[src/logic/msc_pkg.sv]
// Constants shared by the mode and system control block.
package msc_pkg;

  // ----------------------------------------------------------------
  // Register bus geometry and offsets
  // ----------------------------------------------------------------
  localparam int ADDR_W = 4;
  localparam int DATA_W = 8;
  localparam logic [3:0] OFS_MODE_MON = 4'h0;
  localparam logic [3:0] OFS_SYS_CTRL = 4'h1;
  localparam logic [3:0] OFS_PIN_FUNC = 4'h2;
  localparam logic [3:0] OFS_P1_DIR = 4'h3;
  localparam logic [3:0] OFS_PA_DIR = 4'h4;
  localparam logic [3:0] OFS_PB_DIR = 4'h5;

  // ----------------------------------------------------------------
  // Operating mode monitor layout
  // ----------------------------------------------------------------
  localparam logic [4:0] MON_HIGH_BITS = 5'h10;
  localparam int MON_SEL_W = 3;
  localparam logic [2:0] MODE_SEL_RESET = 3'h0;

  // ----------------------------------------------------------------
  // System control layout
  // ----------------------------------------------------------------
  localparam int SYS_IRQ_HI = 5;
  localparam int SYS_IRQ_LO = 4;
  localparam int SYS_NMI_EDGE = 3;
  localparam int SYS_MANUAL_RESET_PIN_EN = 2;
  localparam int SYS_RAM_EN = 0;
  localparam logic [7:0] SYS_RESET = 8'h01;
  localparam logic [7:0] SYS_WMASK = 8'hbd;
  localparam logic [1:0] IRQ_MODE0 = 2'h0;
  localparam logic [1:0] IRQ_MODE2 = 2'h2;

  // ----------------------------------------------------------------
  // Pin function and direction resets
  // ----------------------------------------------------------------
  localparam int AE_W = 4;
  localparam logic [3:0] AE_RESET = 4'h0;
  localparam logic [3:0] DIR4_RESET = 4'h0;
  localparam logic [7:0] DIR8_RESET = 8'h00;

  // ----------------------------------------------------------------
  // Operating modes and synchroniser depth
  // ----------------------------------------------------------------
  localparam logic [2:0] MODE_4 = 3'h4;
  localparam logic [2:0] MODE_7 = 3'h7;
  localparam int SYNC_STAGES = 2;

endpackage

[src/logic/msc_strap_if.sv]
// Carrier between the register bank and the mode strap capture.
`timescale 1ns/10ps
interface msc_strap_if;
  logic [2:0] live_mode;
  logic [2:0] captured_mode;
  logic capture_req;

  modport capture (
    output live_mode,
    output captured_mode,
    input capture_req
  );
  modport bank (
    input live_mode,
    input captured_mode,
    output capture_req
  );
endinterface

[src/logic/msc_strap_capture.sv]
// Mode strap synchroniser and the latch behind the mode select bits.
`timescale 1ns/10ps
module msc_strap_capture (
  input wire logic clk_in,
  input wire logic nrst_in,
  input wire logic [2:0] strap_pins_in,
  msc_strap_if.capture strap
);

  // ----------------------------------------------------------------
  // Synchroniser and latch
  // ----------------------------------------------------------------
  logic [2:0] meta_ff;
  logic [2:0] live_ff;
  logic [2:0] latch_ff;
  logic [2:0] nxt_latch;

  // Only the power-on reset reaches this latch; a manual reset does not.
  always_comb begin
    nxt_latch = latch_ff;
    if (!nrst_in) begin
      nxt_latch = msc_pkg::MODE_SEL_RESET;
    end else if (strap.capture_req) begin
      nxt_latch = live_ff;
    end
  end

  always_ff @(posedge clk_in) begin
    meta_ff <= strap_pins_in;
    live_ff <= meta_ff;
    latch_ff <= nxt_latch;
  end

  assign strap.live_mode = live_ff;
  assign strap.captured_mode = latch_ff;

endmodule

[src/logic/msc_top.sv]
// Operating mode monitor, system control register and mode 4 pin roles.
`timescale 1ns/10ps

// Summary of operation
// - Monitor bit 7 reads one, ignores writes.
// - Monitor bits 6 to 3 read zero.
// - Monitor bits 2 to 0 show strap pins.
// - Power-on clears latch, manual reset keeps it.
// - Control bits 6 and 1 read zero.
// - Interrupt mode field resets 00, 10 mode 2.
// - Edge select picks falling or rising nonmaskable edge.
// - Manual reset pin honoured only when enabled.
// - RAM enable resets one, software toggles it.
// - RAM enable restored when reset releases.
// - Mode 4 is advanced, ROM disabled.
// - Mode 4 ports carry address, data, control.
// - After reset upper port 1 pins input.
// - Top address lines gated by enable field.
// - Disabled address pin becomes output by direction.
// - In mode 4 port C always drives low address.
// - Mode 4 bus 16 bits unless all 8.
// - Modes 6 to 4 allow external access.
module msc_top (
  input wire logic clk_in,
  input wire logic nrst_in,
  input wire logic [3:0] addr_in,
  input wire logic [7:0] wr_data_in,
  input wire logic wr_in,
  input wire logic rd_in,
  input wire logic [2:0] mode_strap_pins_in,
  input wire logic nmi_pin_in,
  input wire logic manual_reset_pin_n_in,
  input wire logic bus_all_8bit_in,
  output logic [7:0] rd_data_out,
  output logic [2:0] mode_select_out,
  output logic [1:0] irq_ctrl_mode_out,
  output logic nonmaskable_edge_select_out,
  output logic manual_reset_enable_out,
  output logic onchip_ram_enable_out,
  output logic nmi_req_out,
  output logic manual_reset_out,
  output logic mode4_out,
  output logic ext_bus_allowed_out,
  output logic rom_enable_out,
  output logic advanced_mode_out,
  output logic bus16_out,
  output logic [3:0] port1_low_pins_addr_out,
  output logic [3:0] port1_low_pins_oe_out,
  output logic [3:0] porta_addr_out,
  output logic [3:0] porta_oe_out,
  output logic [7:0] portb_addr_out,
  output logic [7:0] portb_oe_out,
  output logic portc_addr_out,
  output logic portde_data_out,
  output logic portf_ctrl_out
);

  // ----------------------------------------------------------------
  // Helpers
  // ----------------------------------------------------------------
  function automatic logic hit(input logic [3:0] a, input logic [3:0] ofs);
    hit = (a == ofs);
  endfunction

  function automatic logic [7:0] mon_word(input logic [2:0] lvl);
    mon_word = {msc_pkg::MON_HIGH_BITS, lvl};
  endfunction

  // ----------------------------------------------------------------
  // Strap capture
  // ----------------------------------------------------------------
  msc_strap_if strap ();

  msc_strap_capture u_strap (
    .clk_in(clk_in),
    .nrst_in(nrst_in),
    .strap_pins_in(mode_strap_pins_in),
    .strap(strap.capture)
  );

  // The live strap levels are trusted to stay put while running.
  assign strap.capture_req = rd_in && hit(addr_in, msc_pkg::OFS_MODE_MON);

  // ----------------------------------------------------------------
  // Pin synchronisers
  // ----------------------------------------------------------------
  logic nmi_meta_ff;
  logic nmi_sync_ff;
  logic nmi_prev_ff;
  logic manual_reset_pin_meta_ff;
  logic manual_reset_pin_sync_ff;

  always_ff @(posedge clk_in) begin
    nmi_meta_ff <= nmi_pin_in;
    nmi_sync_ff <= nmi_meta_ff;
    nmi_prev_ff <= nmi_sync_ff;
    manual_reset_pin_meta_ff <= manual_reset_pin_n_in;
    manual_reset_pin_sync_ff <= manual_reset_pin_meta_ff;
  end

  // ----------------------------------------------------------------
  // Register bank
  // ----------------------------------------------------------------
  logic [7:0] sys_ctrl_ff;
  logic [3:0] pin_func_ff;
  logic [3:0] p1_dir_ff;
  logic [3:0] pa_dir_ff;
  logic [7:0] pb_dir_ff;
  logic [7:0] rd_data_ff;
  logic [7:0] nxt_sys_ctrl;
  logic [3:0] nxt_pin_func;
  logic [3:0] nxt_p1_dir;
  logic [3:0] nxt_pa_dir;
  logic [7:0] nxt_pb_dir;
  logic [7:0] nxt_rd_data;
  logic manual_reset_pin_active;

  // The enable bit itself survives a manual reset, otherwise the reset
  // would drop itself after one cycle while the pin is still low.
  assign manual_reset_pin_active = sys_ctrl_ff[msc_pkg::SYS_MANUAL_RESET_PIN_EN] && !manual_reset_pin_sync_ff;

  always_comb begin
    nxt_sys_ctrl = sys_ctrl_ff;
    nxt_pin_func = pin_func_ff;
    nxt_p1_dir = p1_dir_ff;
    nxt_pa_dir = pa_dir_ff;
    nxt_pb_dir = pb_dir_ff;
    nxt_rd_data = 8'h00;
    if (!nrst_in) begin
      nxt_sys_ctrl = msc_pkg::SYS_RESET;
      nxt_pin_func = msc_pkg::AE_RESET;
      nxt_p1_dir = msc_pkg::DIR4_RESET;
      nxt_pa_dir = msc_pkg::DIR4_RESET;
      nxt_pb_dir = msc_pkg::DIR8_RESET;
    end else if (manual_reset_pin_active) begin
      nxt_sys_ctrl = msc_pkg::SYS_RESET;
      nxt_sys_ctrl[msc_pkg::SYS_MANUAL_RESET_PIN_EN] = 1'b1;
      nxt_pin_func = msc_pkg::AE_RESET;
      nxt_p1_dir = msc_pkg::DIR4_RESET;
      nxt_pa_dir = msc_pkg::DIR4_RESET;
      nxt_pb_dir = msc_pkg::DIR8_RESET;
    end else begin
      if (wr_in) begin
        // Bit 7 is stored as written; software keeps it at zero.
        if (hit(addr_in, msc_pkg::OFS_SYS_CTRL)) begin
          nxt_sys_ctrl = wr_data_in & msc_pkg::SYS_WMASK;
        end
        if (hit(addr_in, msc_pkg::OFS_PIN_FUNC)) begin
          nxt_pin_func = wr_data_in[3:0];
        end
        if (hit(addr_in, msc_pkg::OFS_P1_DIR)) begin
          nxt_p1_dir = wr_data_in[3:0];
        end
        if (hit(addr_in, msc_pkg::OFS_PA_DIR)) begin
          nxt_pa_dir = wr_data_in[3:0];
        end
        if (hit(addr_in, msc_pkg::OFS_PB_DIR)) begin
          nxt_pb_dir = wr_data_in;
        end
      end
      if (rd_in) begin
        case (addr_in)
          msc_pkg::OFS_MODE_MON: begin
            nxt_rd_data = mon_word(strap.live_mode);
          end
          msc_pkg::OFS_SYS_CTRL: begin
            nxt_rd_data = sys_ctrl_ff;
          end
          msc_pkg::OFS_PIN_FUNC: begin
            nxt_rd_data = {4'h0, pin_func_ff};
          end
          msc_pkg::OFS_P1_DIR: begin
            nxt_rd_data = {4'h0, p1_dir_ff};
          end
          msc_pkg::OFS_PA_DIR: begin
            nxt_rd_data = {4'h0, pa_dir_ff};
          end
          msc_pkg::OFS_PB_DIR: begin
            nxt_rd_data = pb_dir_ff;
          end
          default: begin
            nxt_rd_data = 8'h00;
          end
        endcase
      end
    end
  end

  always_ff @(posedge clk_in) begin
    sys_ctrl_ff <= nxt_sys_ctrl;
    pin_func_ff <= nxt_pin_func;
    p1_dir_ff <= nxt_p1_dir;
    pa_dir_ff <= nxt_pa_dir;
    pb_dir_ff <= nxt_pb_dir;
    rd_data_ff <= nxt_rd_data;
  end

  // ----------------------------------------------------------------
  // Nonmaskable edge and manual reset
  // ----------------------------------------------------------------
  logic nmi_req_ff;
  logic manual_reset_pin_out_ff;
  logic nxt_nmi_req;
  logic nxt_manual_reset_pin_out;

  always_comb begin
    nxt_nmi_req = 1'b0;
    nxt_manual_reset_pin_out = 1'b0;
    if (nrst_in) begin
      if (sys_ctrl_ff[msc_pkg::SYS_NMI_EDGE]) begin
        nxt_nmi_req = nmi_sync_ff && !nmi_prev_ff;
      end else begin
        nxt_nmi_req = !nmi_sync_ff && nmi_prev_ff;
      end
      nxt_manual_reset_pin_out = manual_reset_pin_active;
    end
  end

  always_ff @(posedge clk_in) begin
    nmi_req_ff <= nxt_nmi_req;
    manual_reset_pin_out_ff <= nxt_manual_reset_pin_out;
  end

  // ----------------------------------------------------------------
  // Mode decode and pin roles
  // ----------------------------------------------------------------
  logic mode4_ff;
  logic ext_ff;
  logic rom_ff;
  logic adv_ff;
  logic bus16_ff;
  logic [3:0] p1_addr_ff;
  logic [3:0] p1_oe_ff;
  logic [3:0] pa_addr_ff;
  logic [3:0] pa_oe_ff;
  logic [7:0] pb_addr_ff;
  logic [7:0] pb_oe_ff;
  logic pc_addr_ff;
  logic pde_ff;
  logic pf_ff;
  logic nxt_mode4;
  logic nxt_ext;
  logic nxt_rom;
  logic nxt_bus16;
  logic [3:0] nxt_p1_addr;
  logic [3:0] nxt_pa_addr;
  logic [7:0] nxt_pb_addr;

  always_comb begin
    nxt_mode4 = nrst_in && (strap.live_mode == msc_pkg::MODE_4);
    // Codes below mode 4 are not valid straps and are treated as mode 7.
    nxt_ext = nrst_in && strap.live_mode[2] && (strap.live_mode != msc_pkg::MODE_7);
    nxt_rom = !nxt_mode4;
    nxt_bus16 = nxt_mode4 && !bus_all_8bit_in;
    nxt_p1_addr = 4'h0;
    nxt_pa_addr = 4'h0;
    nxt_pb_addr = 8'h00;
    if (nxt_mode4) begin
      // Upper lines follow the enable field, cleared by reset.
      nxt_p1_addr = {pin_func_ff[2:0], 1'b1};
      nxt_pa_addr = 4'hf;
      nxt_pb_addr = 8'hff;
    end
  end

  always_ff @(posedge clk_in) begin
    mode4_ff <= nxt_mode4;
    ext_ff <= nxt_ext;
    rom_ff <= nxt_rom;
    adv_ff <= nrst_in;
    bus16_ff <= nxt_bus16;
    p1_addr_ff <= nxt_p1_addr;
    p1_oe_ff <= nxt_p1_addr | p1_dir_ff;
    pa_addr_ff <= nxt_pa_addr;
    pa_oe_ff <= nxt_pa_addr | pa_dir_ff;
    pb_addr_ff <= nxt_pb_addr;
    pb_oe_ff <= nxt_pb_addr | pb_dir_ff;
    pc_addr_ff <= nxt_mode4;
    pde_ff <= nxt_mode4;
    pf_ff <= nxt_mode4;
  end

  // ----------------------------------------------------------------
  // Outputs
  // ----------------------------------------------------------------
  assign rd_data_out = rd_data_ff;
  assign mode_select_out = strap.captured_mode;
  assign irq_ctrl_mode_out = sys_ctrl_ff[msc_pkg::SYS_IRQ_HI:msc_pkg::SYS_IRQ_LO];
  assign nonmaskable_edge_select_out = sys_ctrl_ff[msc_pkg::SYS_NMI_EDGE];
  assign manual_reset_enable_out = sys_ctrl_ff[msc_pkg::SYS_MANUAL_RESET_PIN_EN];
  assign onchip_ram_enable_out = sys_ctrl_ff[msc_pkg::SYS_RAM_EN];
  assign nmi_req_out = nmi_req_ff;
  assign manual_reset_out = manual_reset_pin_out_ff;
  assign mode4_out = mode4_ff;
  assign ext_bus_allowed_out = ext_ff;
  assign rom_enable_out = rom_ff;
  assign advanced_mode_out = adv_ff;
  assign bus16_out = bus16_ff;
  assign port1_low_pins_addr_out = p1_addr_ff;
  assign port1_low_pins_oe_out = p1_oe_ff;
  assign porta_addr_out = pa_addr_ff;
  assign porta_oe_out = pa_oe_ff;
  assign portb_addr_out = pb_addr_ff;
  assign portb_oe_out = pb_oe_ff;
  assign portc_addr_out = pc_addr_ff;
  assign portde_data_out = pde_ff;
  assign portf_ctrl_out = pf_ff;

endmodule

[config.mk]
export PLATFORM = sky130hd
export DESIGN_NAME = msc_top
export DESIGN_NICKNAME = d
export VERILOG_FILES = /design/src/logic/msc_pkg.sv /design/src/logic/msc_strap_if.sv /design/src/logic/msc_strap_capture.sv /design/src/logic/msc_top.sv
export SDC_FILE = /design/constraint.sdc
export NUM_CORES = 1
export LEC_CHECK = 0
export BUFFER_PORTS_ARGS = -buffer_cell sky130_fd_sc_hd__buf_4
export CORE_ASPECT_RATIO = 0.8
export CORE_UTILIZATION = 30
export CTS_CLUSTER_SIZE = 10
export DETAILED_ROUTE_END_ITERATION = 7
export PLACE_DENSITY = 0.53
export SETUP_SLACK_MARGIN = 0.5
export SLEW_MARGIN = 40
export SYNTH_ARGS = -nofsm -noshare
export SYNTH_HDL_FRONTEND = slang
export SYNTH_HIERARCHICAL = 1
export SYNTH_SLANG_ARGS = --single-unit
[constraint.sdc]
create_clock -name clk_in -period 4.9 [get_ports clk_in]
set_clock_uncertainty 0.2 [all_clocks]
set_input_delay 0.98 -clock clk_in [delete_from_list [all_inputs] [get_ports clk_in]]
set_output_delay 0.98 -clock clk_in [all_outputs]
set_load 0.005 [all_outputs]
==> results.cfg, run 1 <==
[timing]
timing.slew.headroom_pct = 56.9
min_period_ps = 2310
finalHoldViolCount = 0
final.setup.tns_ps = 0
finalCritPeriodShare_pct = 47.1
tightest_slew_ps = 646
rsz0062_at_grt = false
fmax_mhz = 433
setup_viol = 0
finalMaxSlewViolations = 0

[place]
dp_cells = 429
io_buffers = 79
hpwl_um = 4350
dpl_cell_area_um2 = 3260
routabilityCongestion = 0.794

[floorplan]
fp.dieH_um = 87.4
dieArea_um2 = 9500
ios = 80
rows = 30
initial_core_util_pct = 31.5
core_area_um2 = 8670
chipWidth_um = 109

[pwr]
p_leak_nw = 1.56
power_density_nw_per_um2 = 371
p_total_mw = 1.31
ir_drop_uv = 207

[final_layout]
fin_nets = 350
nFillCells = 855
syn_to_final_growth_pct = 29.5
seq_area_um2 = 1480
drive_above_1_share_pct = 31.8
final_area_um2 = 3540
diodes = 0
multi_input_area_um2 = 1030
instances_no_fill = 445

[worst_setup_path]
crit_fanout = 17
cp_cell_sequence = buf_4
cp.required_ps = 3720
path_class = reg -> out
crit_path_end_kind = output port
cp-start-kind = flip-flop
worst-path-buf-inv = 1
max_stage_delay_ps = 600
cp_top_family = flip-flops
worstPathArrival_ps = 1130
crit_slowest_cell = dfxtp_1

[synthesis]
yosysWarningCount = 6
syn_area_um2 = 2730
synth-adder-area-share_pct = 0
muxShareOfSynthArea_pct = 8.42
synthSimpleGateAreaFrac_pct = 19.2
synth.distinct_cells = 33
synth_area_per_cell_um2 = 10.0
synthXorXnorAreaFrac_pct = 0
synth_top_family_by_area = simple AND/OR/NAND/NOR gates
synthCells = 273
ys_ff_latch = 74
seq_area_frac_synth_pct = 54.2
syn-num-nets = 295
synth-compound-area-share_pct = 10.1

[cts]
cts_tree = yes
holdBufCountCts = 0
cts_sinks = 74
clockRootBuffer = clkbuf_16
cts.htree.levels = 3
cts_setup_buffers = 0
post_cts_resized = 0
insertion_delay_ps = 330
cts_max_path_buffers = 2
cts_made_buffers = 9
path_clk_slew_ps = 50

[grt]
grt_max_degree = 25
grt_usage_pct = 14.1
grt_pass1_wl_um = 9890
overflow = 0
grt_pass1_vias = 1899
antenna_found_initial = 0

[route]
route.detailed.drc = 0
dr.first_iter.drc_count = 115
viasPerCell = 4.81
first_pass_iters = 4
vias = 2141
antenna_left = 0
wl_per_cell_um = 14.1
drt-total-wl_um = 6280

[min_path]
hold_class = reg -> reg

[run_status]
status = complete, no violations

[job]
maxCapViolCount = 0
==> layout by cell type, fill, tap and decap left out, types with 2 or more instances in the layout <==
| cell type | netlist | final |
|---|---|---|
| buf_4 | 18 | 79 |
| dfxtp_1 | 74 | 74 |
| nand3_1 | 32 | 32 |
| a21oi_1 | 22 | 22 |
| o21ai_0 | 19 | 19 |
| nand2b_1 | 15 | 15 |
| mux2i_1 | 14 | 14 |
| clkbuf_16 | 0 | 9 |
| nand2_1 | 8 | 8 |
| mux2_2 | 8 | 8 |
| nor2_1 | 6 | 6 |
| nor2b_1 | 6 | 5 |
| and3b_1 | 4 | 4 |
| and2_1 | 3 | 3 |
| a21o_1 | 3 | 3 |
| nor3_1 | 3 | 3 |
| or3_1 | 2 | 2 |
| inv_1 | 2 | 2 |
| nand3b_1 | 2 | 2 |
| nand4_1 | 2 | 2 |
| a22oi_1 | 2 | 2 |
| a32oi_1 | 2 | 2 |
| clkbuf_8 | 0 | 2 |
| clkinv_2 | 0 | 2 |
==> power by group <==
| part | internal, mW | switching (mW) | leakage, nW |
|---|---|---|---|
| combinational | 0.0369 | 0.0415 | 0.818 |
| sequential | 0.616 | 0.00732 | 0.603 |
| clock | 0.369 | 0.241 | 0.139 |
==> worst paths after layout <==
| check | slack, ps | end | depth (start not counted) | from |
|---|---|---|---|---|
| hold reg to reg | 130 | manual_reset_pin_sync_ff | 0 | manual_reset_pin_meta_ff |
| setup / recovery | 2590 | porta_addr_out[2] | 1 | portb_addr_out[6] |
| hold / removal | 130 | manual_reset_pin_sync_ff | 0 | manual_reset_pin_meta_ff |
| setup reg to reg | 3000 | pa_dir_ff[3] | 3 | manual_reset_pin_sync_ff |
==> flip-flops by register name (all words and copies together), names as in the netlist, 3 cells and up <==
signal,cells
p1_dir_ff,4
pa_dir_ff,4
pb_dir_ff,8
pin_func_ff,4
port1_low_pins_addr_out,3
port1_low_pins_oe_out,4
porta_oe_out,4
portb_oe_out,8
rd_data_out,8
sys_ctrl_ff,6
u_strap/meta_ff,3
u_strap/strap.captured_mode,3
u_strap/strap.live_mode,3
==> per-stage QoR <==
stage | hold slack (ps) | utilization [%] | worst slack [ps]
floorplan | 110 | - | 2570
global placement | 110 | 37.5 | 2200
detailed placement | 114 | 37.6 | 2270
CTS | 127 | 40.8 | 2560
global route | 134 | 40.8 | 2450
finish | 125 | 40.8 | 2590
==> area by class of cell <==
type	count	area share (%)
flip-flops and latches	74	41.9
clock buffers	12	7.25
clock inverters	4	0.742
inverters	2	0.212
well taps	112	3.96
multi-input cells	162	29.2
repair buffers	79	16.8
==> synthesized netlist by cell type <==
cell type   n  area [µm²]
nor2b_1     6        37.5
buf_4      18         135
a31oi_1     1        6.26
a22oi_1     2        15.0
nand2_1     8        30.0
a41o_1      1        10.0
a32oi_1     2        17.5
inv_1       2        7.51
a21o_1      3        22.5
nor3_1      3        15.0
nor3b_4     1        18.8
a21oi_1    22         110
dfxtp_1    74        1480
buf_6       1        11.3
or3b_1      1        8.76
buf_2       5        25.0
or2_2       1        6.26
nor4bb_1    1        10.0
mux2_2      8        90.1
or3_1       2        12.5
o21ai_0    19        95.1
and3b_1     4        35.0
and2_1      3        18.8
nand4_1     2        12.5
nor2_1      6        22.5
nor3b_1     1        7.51
nand3_1    32         160
nor4b_1     1        8.76
nand2b_1   15        93.8
nand3b_1    2        15.0
nor3b_2     1        12.5
clkbuf_1   11        41.3
mux2i_1    14         140
==> logic make-up (layout without fill, tap and decap cells) <==
logic type	Yosys count	after routing
flip-flops	74	74
AO/OA/AOI/OAI	50	50
multiplexers	22	22
AND/OR/NAND/NOR	90	90
buffers and inverters	37	97
==> layer usage <==
metal / GRT usage, % / vias to the layer above / routed length, µm
met5: 0 / - / 0
met4: 3.69 / 0 / 59
met3: 5.91 / 7 / 413
met2: 19.5 / 86 / 2670
met1: 19.9 / 1002 / 3140
li1: - / 1046 / -
==> worst register-to-register path, cell delays in order (launching register included) <==
cell and delay, ps:
dfxtp_1 320, nand2b_1 510, nand2_1 520, a21oi_1 280
(Power assumes the default switching activity.)
==> run 2, diff against run 1 <==
--- a/config.mk
+++ b/config.mk
@@ -10,7 +10,7 @@
 export CORE_UTILIZATION = 30
 export CTS_CLUSTER_SIZE = 10
 export DETAILED_ROUTE_END_ITERATION = 7
-export PLACE_DENSITY = 0.53
+export PLACE_DENSITY = 0.55
 export SETUP_SLACK_MARGIN = 0.5
 export SLEW_MARGIN = 40
 export SYNTH_ARGS = -nofsm -noshare
==> constraint.sdc (replaced) <==
create_clock -name clk_in -period 1.9 [get_ports clk_in]
set_clock_uncertainty 0.2 [all_clocks]
set_input_delay 0.38 -clock clk_in [delete_from_list [all_inputs] [get_ports clk_in]]
set_output_delay 0.38 -clock clk_in [all_outputs]
set_load 0.005 [all_outputs]
==> run 2 against run 1 <==
  * Count of clock-buffer cells in the layout fell by 2
  * Critical path depth unchanged
  * Final area rose by 9.9%
==> results.cfg, run 2 (synthesis results as in run 1) <==
[floorplan]
chipWidth_um = 109
core_area_um2 = 8670
dieArea_um2 = 9500
initial_core_util_pct = 31.5
fp.dieH_um = 87.4
ios = 80
rows = 30

[worst_setup_path]
cp.required_ps = 1320
cp-start-kind = flip-flop
worst-path-buf-inv = 1
max_stage_delay_ps = 420
cp_cell_sequence = buf_4
worstPathArrival_ps = 890
crit_path_end_kind = output port
crit_slowest_cell = dfxtp_4
cp_top_family = flip-flops
path_class = reg -> out
crit_fanout = 17

[final_layout]
diodes = 0
layout_common_cells = buf_4, dfxtp_1, nand3_1
syn_to_final_growth_pct = 42.2
final_common_cell = buf_4
drive_above_1_share_pct = 39.8
final_area_um2 = 3890
fin_nets = 372

[timing]
finalMaxSlewViolations = 0
timing.slew.headroom_pct = 77.1
timing.hold.ws_ps = 42.1
rsz0062_at_grt = true
setup_viol = 0
finalHoldViolCount = 0
fmax_mhz = 682
final.setup.tns_ps = 0
tightest_slew_ps = 342
min_period_ps = 1470
finalCritPeriodShare_pct = 77.1

[pwr]
power.switching_mw = 0.745
power_frac_comb_pct = 6.6
power.internal_mw = 3.02
ir_drop_uv = 483
p_leak_nw = 1.72
p_sw_share_pct = 19.8
p_clk_share_pct = 50.8
power_density_nw_per_um2 = 969
p_total_mw = 3.77
p_seq_share_pct = 42.6

[cts]
cts.htree.levels = 3
cts_made_buffers = 9
path_clk_slew_ps = 50
insertion_delay_ps = 330
cts_max_path_buffers = 2
cts_tree = yes
cts_sinks = 74
clockRootBuffer = clkbuf_16

[grt]
grtUsageMet1_pct = 20.2
use_met2_pct = 20.5
grt_max_degree = 21
grt_pass1_vias = 1906
use_met3_pct = 5.61
grt_pass1_wl_um = 10200
antenna_found_initial = 0
overflow = 0
top_usage_layer = met2
grt_usage_pct = 14.4

[route]
antenna_left = 0
vias = 2169
route.detailed.drc = 0
first_pass_iters = 4
wl_per_cell_um = 14.3
dr.first_iter.drc_count = 95
viasPerCell = 4.65
drt-total-wl_um = 6680

[place]
dpl_cell_area_um2 = 3360
hpwl_um = 4680
io_buffers = 79
routabilityCongestion = 0.775

[run_status]
status = complete, no violations

[job]
maxCapViolCount = 0

[min_path]
hold_class = in -> reg
[run 2: final cells by class]
| cell class | instances | area [µm²] |
|---|---|---|
| fillers | 831 | 4780 |
| flip-flops and latches | 74 | 1500 |
| multi-input cells | 162 | 1100 |
| repair buffers | 101 | 800 |
| clock buffers | 10 | 239 |
| well taps | 112 | 140 |
| clock inverters | 5 | 103 |
| inverters | 2 | 7.51 |
[run 2: final timing paths]
| path | from | end | slack [ps] | cells after the start |
|---|---|---|---|---|
| min reg2reg | u_strap/meta_ff[2] | u_strap/strap.live_mode[2] | 130 | 0 |
| min | nrst_in | advanced_mode_out | 40 | 1 |
| max | portb_addr_out[6] | portb_addr_out[0] | 430 | 1 |
| max reg2reg | manual_reset_pin_sync_ff | rd_data_out[0] | 560 | 5 |
[run 2: metal layers]
metal | up-vias | wire length, µm
met4 | 0 | 63
li1 | 1081 | -
met5 | - | 0
met3 | 8 | 473
met1 | 990 | 3320
met2 | 90 | 2820
[run 2: power by group through the flow]
stage	Combinational [mW]	Clock (mW)	Sequential, mW
after floorplan	0.124	0	1.64
after global placement	0.219	0	1.64
after detailed placement	0.221	0	1.64
after CTS	0.237	1.96	1.61
after global routing	0.269	2.03	1.61
final	0.248	1.91	1.61
[run 2: through the flow]
step	instances	utilization (%)	worst slack, ps
3_3_place_gp	438	38.7	65.6
6_report	466	44.8	434
2_1_floorplan	273	-	191
5_1_grt	466	44.8	368
3_5_place_dp	438	38.7	15.8
4_1_cts	462	43.9	414
[run 2: timing repair]
action / CTS / global route
hold buffers: 6 / 0
buffers inserted: 3 / 4
gates resized for setup: 12 / 15
hold endpoints to repair: 6 / 0
pin swaps: 3 / 4
endpoints found under the setup margin: 32 / 61
==> run 3, diff against run 2 <==
==> constraint.sdc (replaced) <==
create_clock -name clk_in -period 1.28 [get_ports clk_in]
set_clock_uncertainty 0.2 [all_clocks]
set_input_delay 0.256 -clock clk_in [delete_from_list [all_inputs] [get_ports clk_in]]
set_output_delay 0.256 -clock clk_in [all_outputs]
set_load 0.005 [all_outputs]
==> run 3 against run 2 <==
  * The run now ends with hold timing, setup timing left
  * Utilization rose by 13 points
  * Wire length up 28%
  * Sequential power grew 48%
  * Via count increased by 15%
  * Critical path depth grew 1
  * Clock power increased by 37%
  * Final cell count rose by 9.9%
  * Power grew 50%
  * Critical path type unchanged
  * Critical endpoint is now portb_addr_out[7]
  * Largest power group unchanged
==> results.cfg, run 3 (synthesis results as in run 1) <==
[run_status]
status = complete, but fails checks
violations = hold timing, setup timing

[final_layout]
layout_common_cells = buf_4, buf_6, dfxtp_1
final_common_cell = buf_4
nFillCells = 729
fin_nets = 417
drive_above_1_share_pct = 72.3
diodes = 0
syn_to_final_growth_pct = 84.0
instances_no_fill = 512

[route]
antenna_left = 0
viasPerCell = 4.86
vias = 2490
wl_per_cell_um = 16.7
first_pass_iters = 4
route.detailed.drc = 0
dr.first_iter.drc_count = 105
drt-total-wl_um = 8540

[floorplan]
core_area_um2 = 8670
fp.dieH_um = 87.4
chipWidth_um = 109
ios = 80
rows = 30
initial_core_util_pct = 31.5
dieArea_um2 = 9500

[worst_setup_path]
path_class = reg -> out
worst-path-buf-inv = 2
crit_fanout = 8
cp_cell_sequence = buf_6 -> buf_4
cp_top_family = flip-flops
crit_path_end_kind = output port
crit_slowest_cell = dfxtp_4
max_stage_delay_ps = 340
worstPathArrival_ps = 930
cp-start-kind = flip-flop
cp.required_ps = 820

[timing]
min_period_ps = 1390
setup_viol = 38
final.setup.tns_ps = -2630
rsz0062_at_grt = true
finalMaxSlewViolations = 0
finalCritPeriodShare_pct = 108
fmax_mhz = 721
finalHoldViolCount = 7
fin_ws_ps = -107
timing.slew.headroom_pct = 80.4
timing.hold.ws_ps = -168
tightest_slew_ps = 294

[pwr]
p_total_mw = 5.64
ir_drop_uv = 686
p_leak_nw = 2.15
power_density_nw_per_um2 = 1120

[cts]
path_clk_slew_ps = 60
clockRootBuffer = clkbuf_16
cts_sinks = 74
cts_made_buffers = 9
cts_max_path_buffers = 2
insertion_delay_ps = 330
cts.htree.levels = 3
cts_tree = yes

[min_path]
hold_class = in -> reg

[grt]
grt_max_degree = 18
grt_usage_pct = 17.3
grt_pass1_wl_um = 12300
antenna_found_initial = 0
overflow = 0
grt_pass1_vias = 2346

[place]
io_buffers = 79
hpwl_um = 4930
routabilityCongestion = 0.813
dp_cells = 463

[job]
maxCapViolCount = 0
==> run 3: changes by cell type in the layout (fill, tap and decap cells not counted), moves of 18 or more <==
cell	change
a21oi_1	-18
a21oi_2	+18
buf_6	+46
dfxtp_1	-26
dfxtp_2	+25
nand3_1	-24
nand3_2	+19
==> run 3: layout make-up <==
cell class	count	area [µm²]	area share, %
Clock buffer	12	268	5.32
Multi-Input combinational cell	163	1540	30.7
Sequential cell	74	1530	30.5
Clock inverter	4	47.5	0.945
Inverter	2	10.0	0.199
Tap cell	112	140	2.79
Timing Repair Buffer	145	1490	29.6
==> run 3: power by group <==
| group | total [mW] | internal, mW | switching, mW |
|---|---|---|---|
| logic | 0.632 | 0.350 | 0.282 |
| clock network | 2.62 | 1.67 | 0.946 |
| registers | 2.38 | 2.36 | 0.0281 |
| total | 5.64 | 4.38 | 1.26 |
==> run 3: layer usage <==
| layer | vias to the layer above | share of wire (%) | GRT usage, % |
|---|---|---|---|
| met5 | - | 0 | 0 |
| met3 | 13 | 7.1 | 4.34 |
| li1 | 1185 | - | - |
| met4 | 0 | 1.6 | 5.90 |
| met1 | 1190 | 44 | 22.8 |
| met2 | 102 | 47 | 27.6 |
==> run 3: final timing paths <==
kind,startpoint,to,slack [ps],cells past startpoint
hold reg to reg,u_strap/meta_ff[1],u_strap/strap.live_mode[1],120,0
setup reg to reg,u_strap/strap.live_mode[1],porta_oe_out[0],-70,3
hold / removal,mode_strap_pins_in[2],u_strap/meta_ff[2],-170,1
setup / recovery,portb_addr_out[6],portb_addr_out[7],-110,2
==> run 3: stage by stage <==
stage          setup WS (ps)  cell area, µm²  utilization (%)  hold slack, ps
2_1_floorplan           -305            3090                -            83.7
3_3_place_gp            -359            3650             42.1             111
3_5_place_dp            -402            3650             42.1             112
4_1_cts                -93.3            4630             53.3            -176
5_1_grt                 -138            5030             58.0            -177
6_report                -107            5030             58.0            -168
==> run 3: repair_timing <==
item	4_1_cts	5_1_grt
gates resized for setup	120	66
endpoints found under the setup margin	120	120
pin swaps	29	21
gates cloned	4	2
setup buffers	15	12
endpoints found under the hold margin	8	7
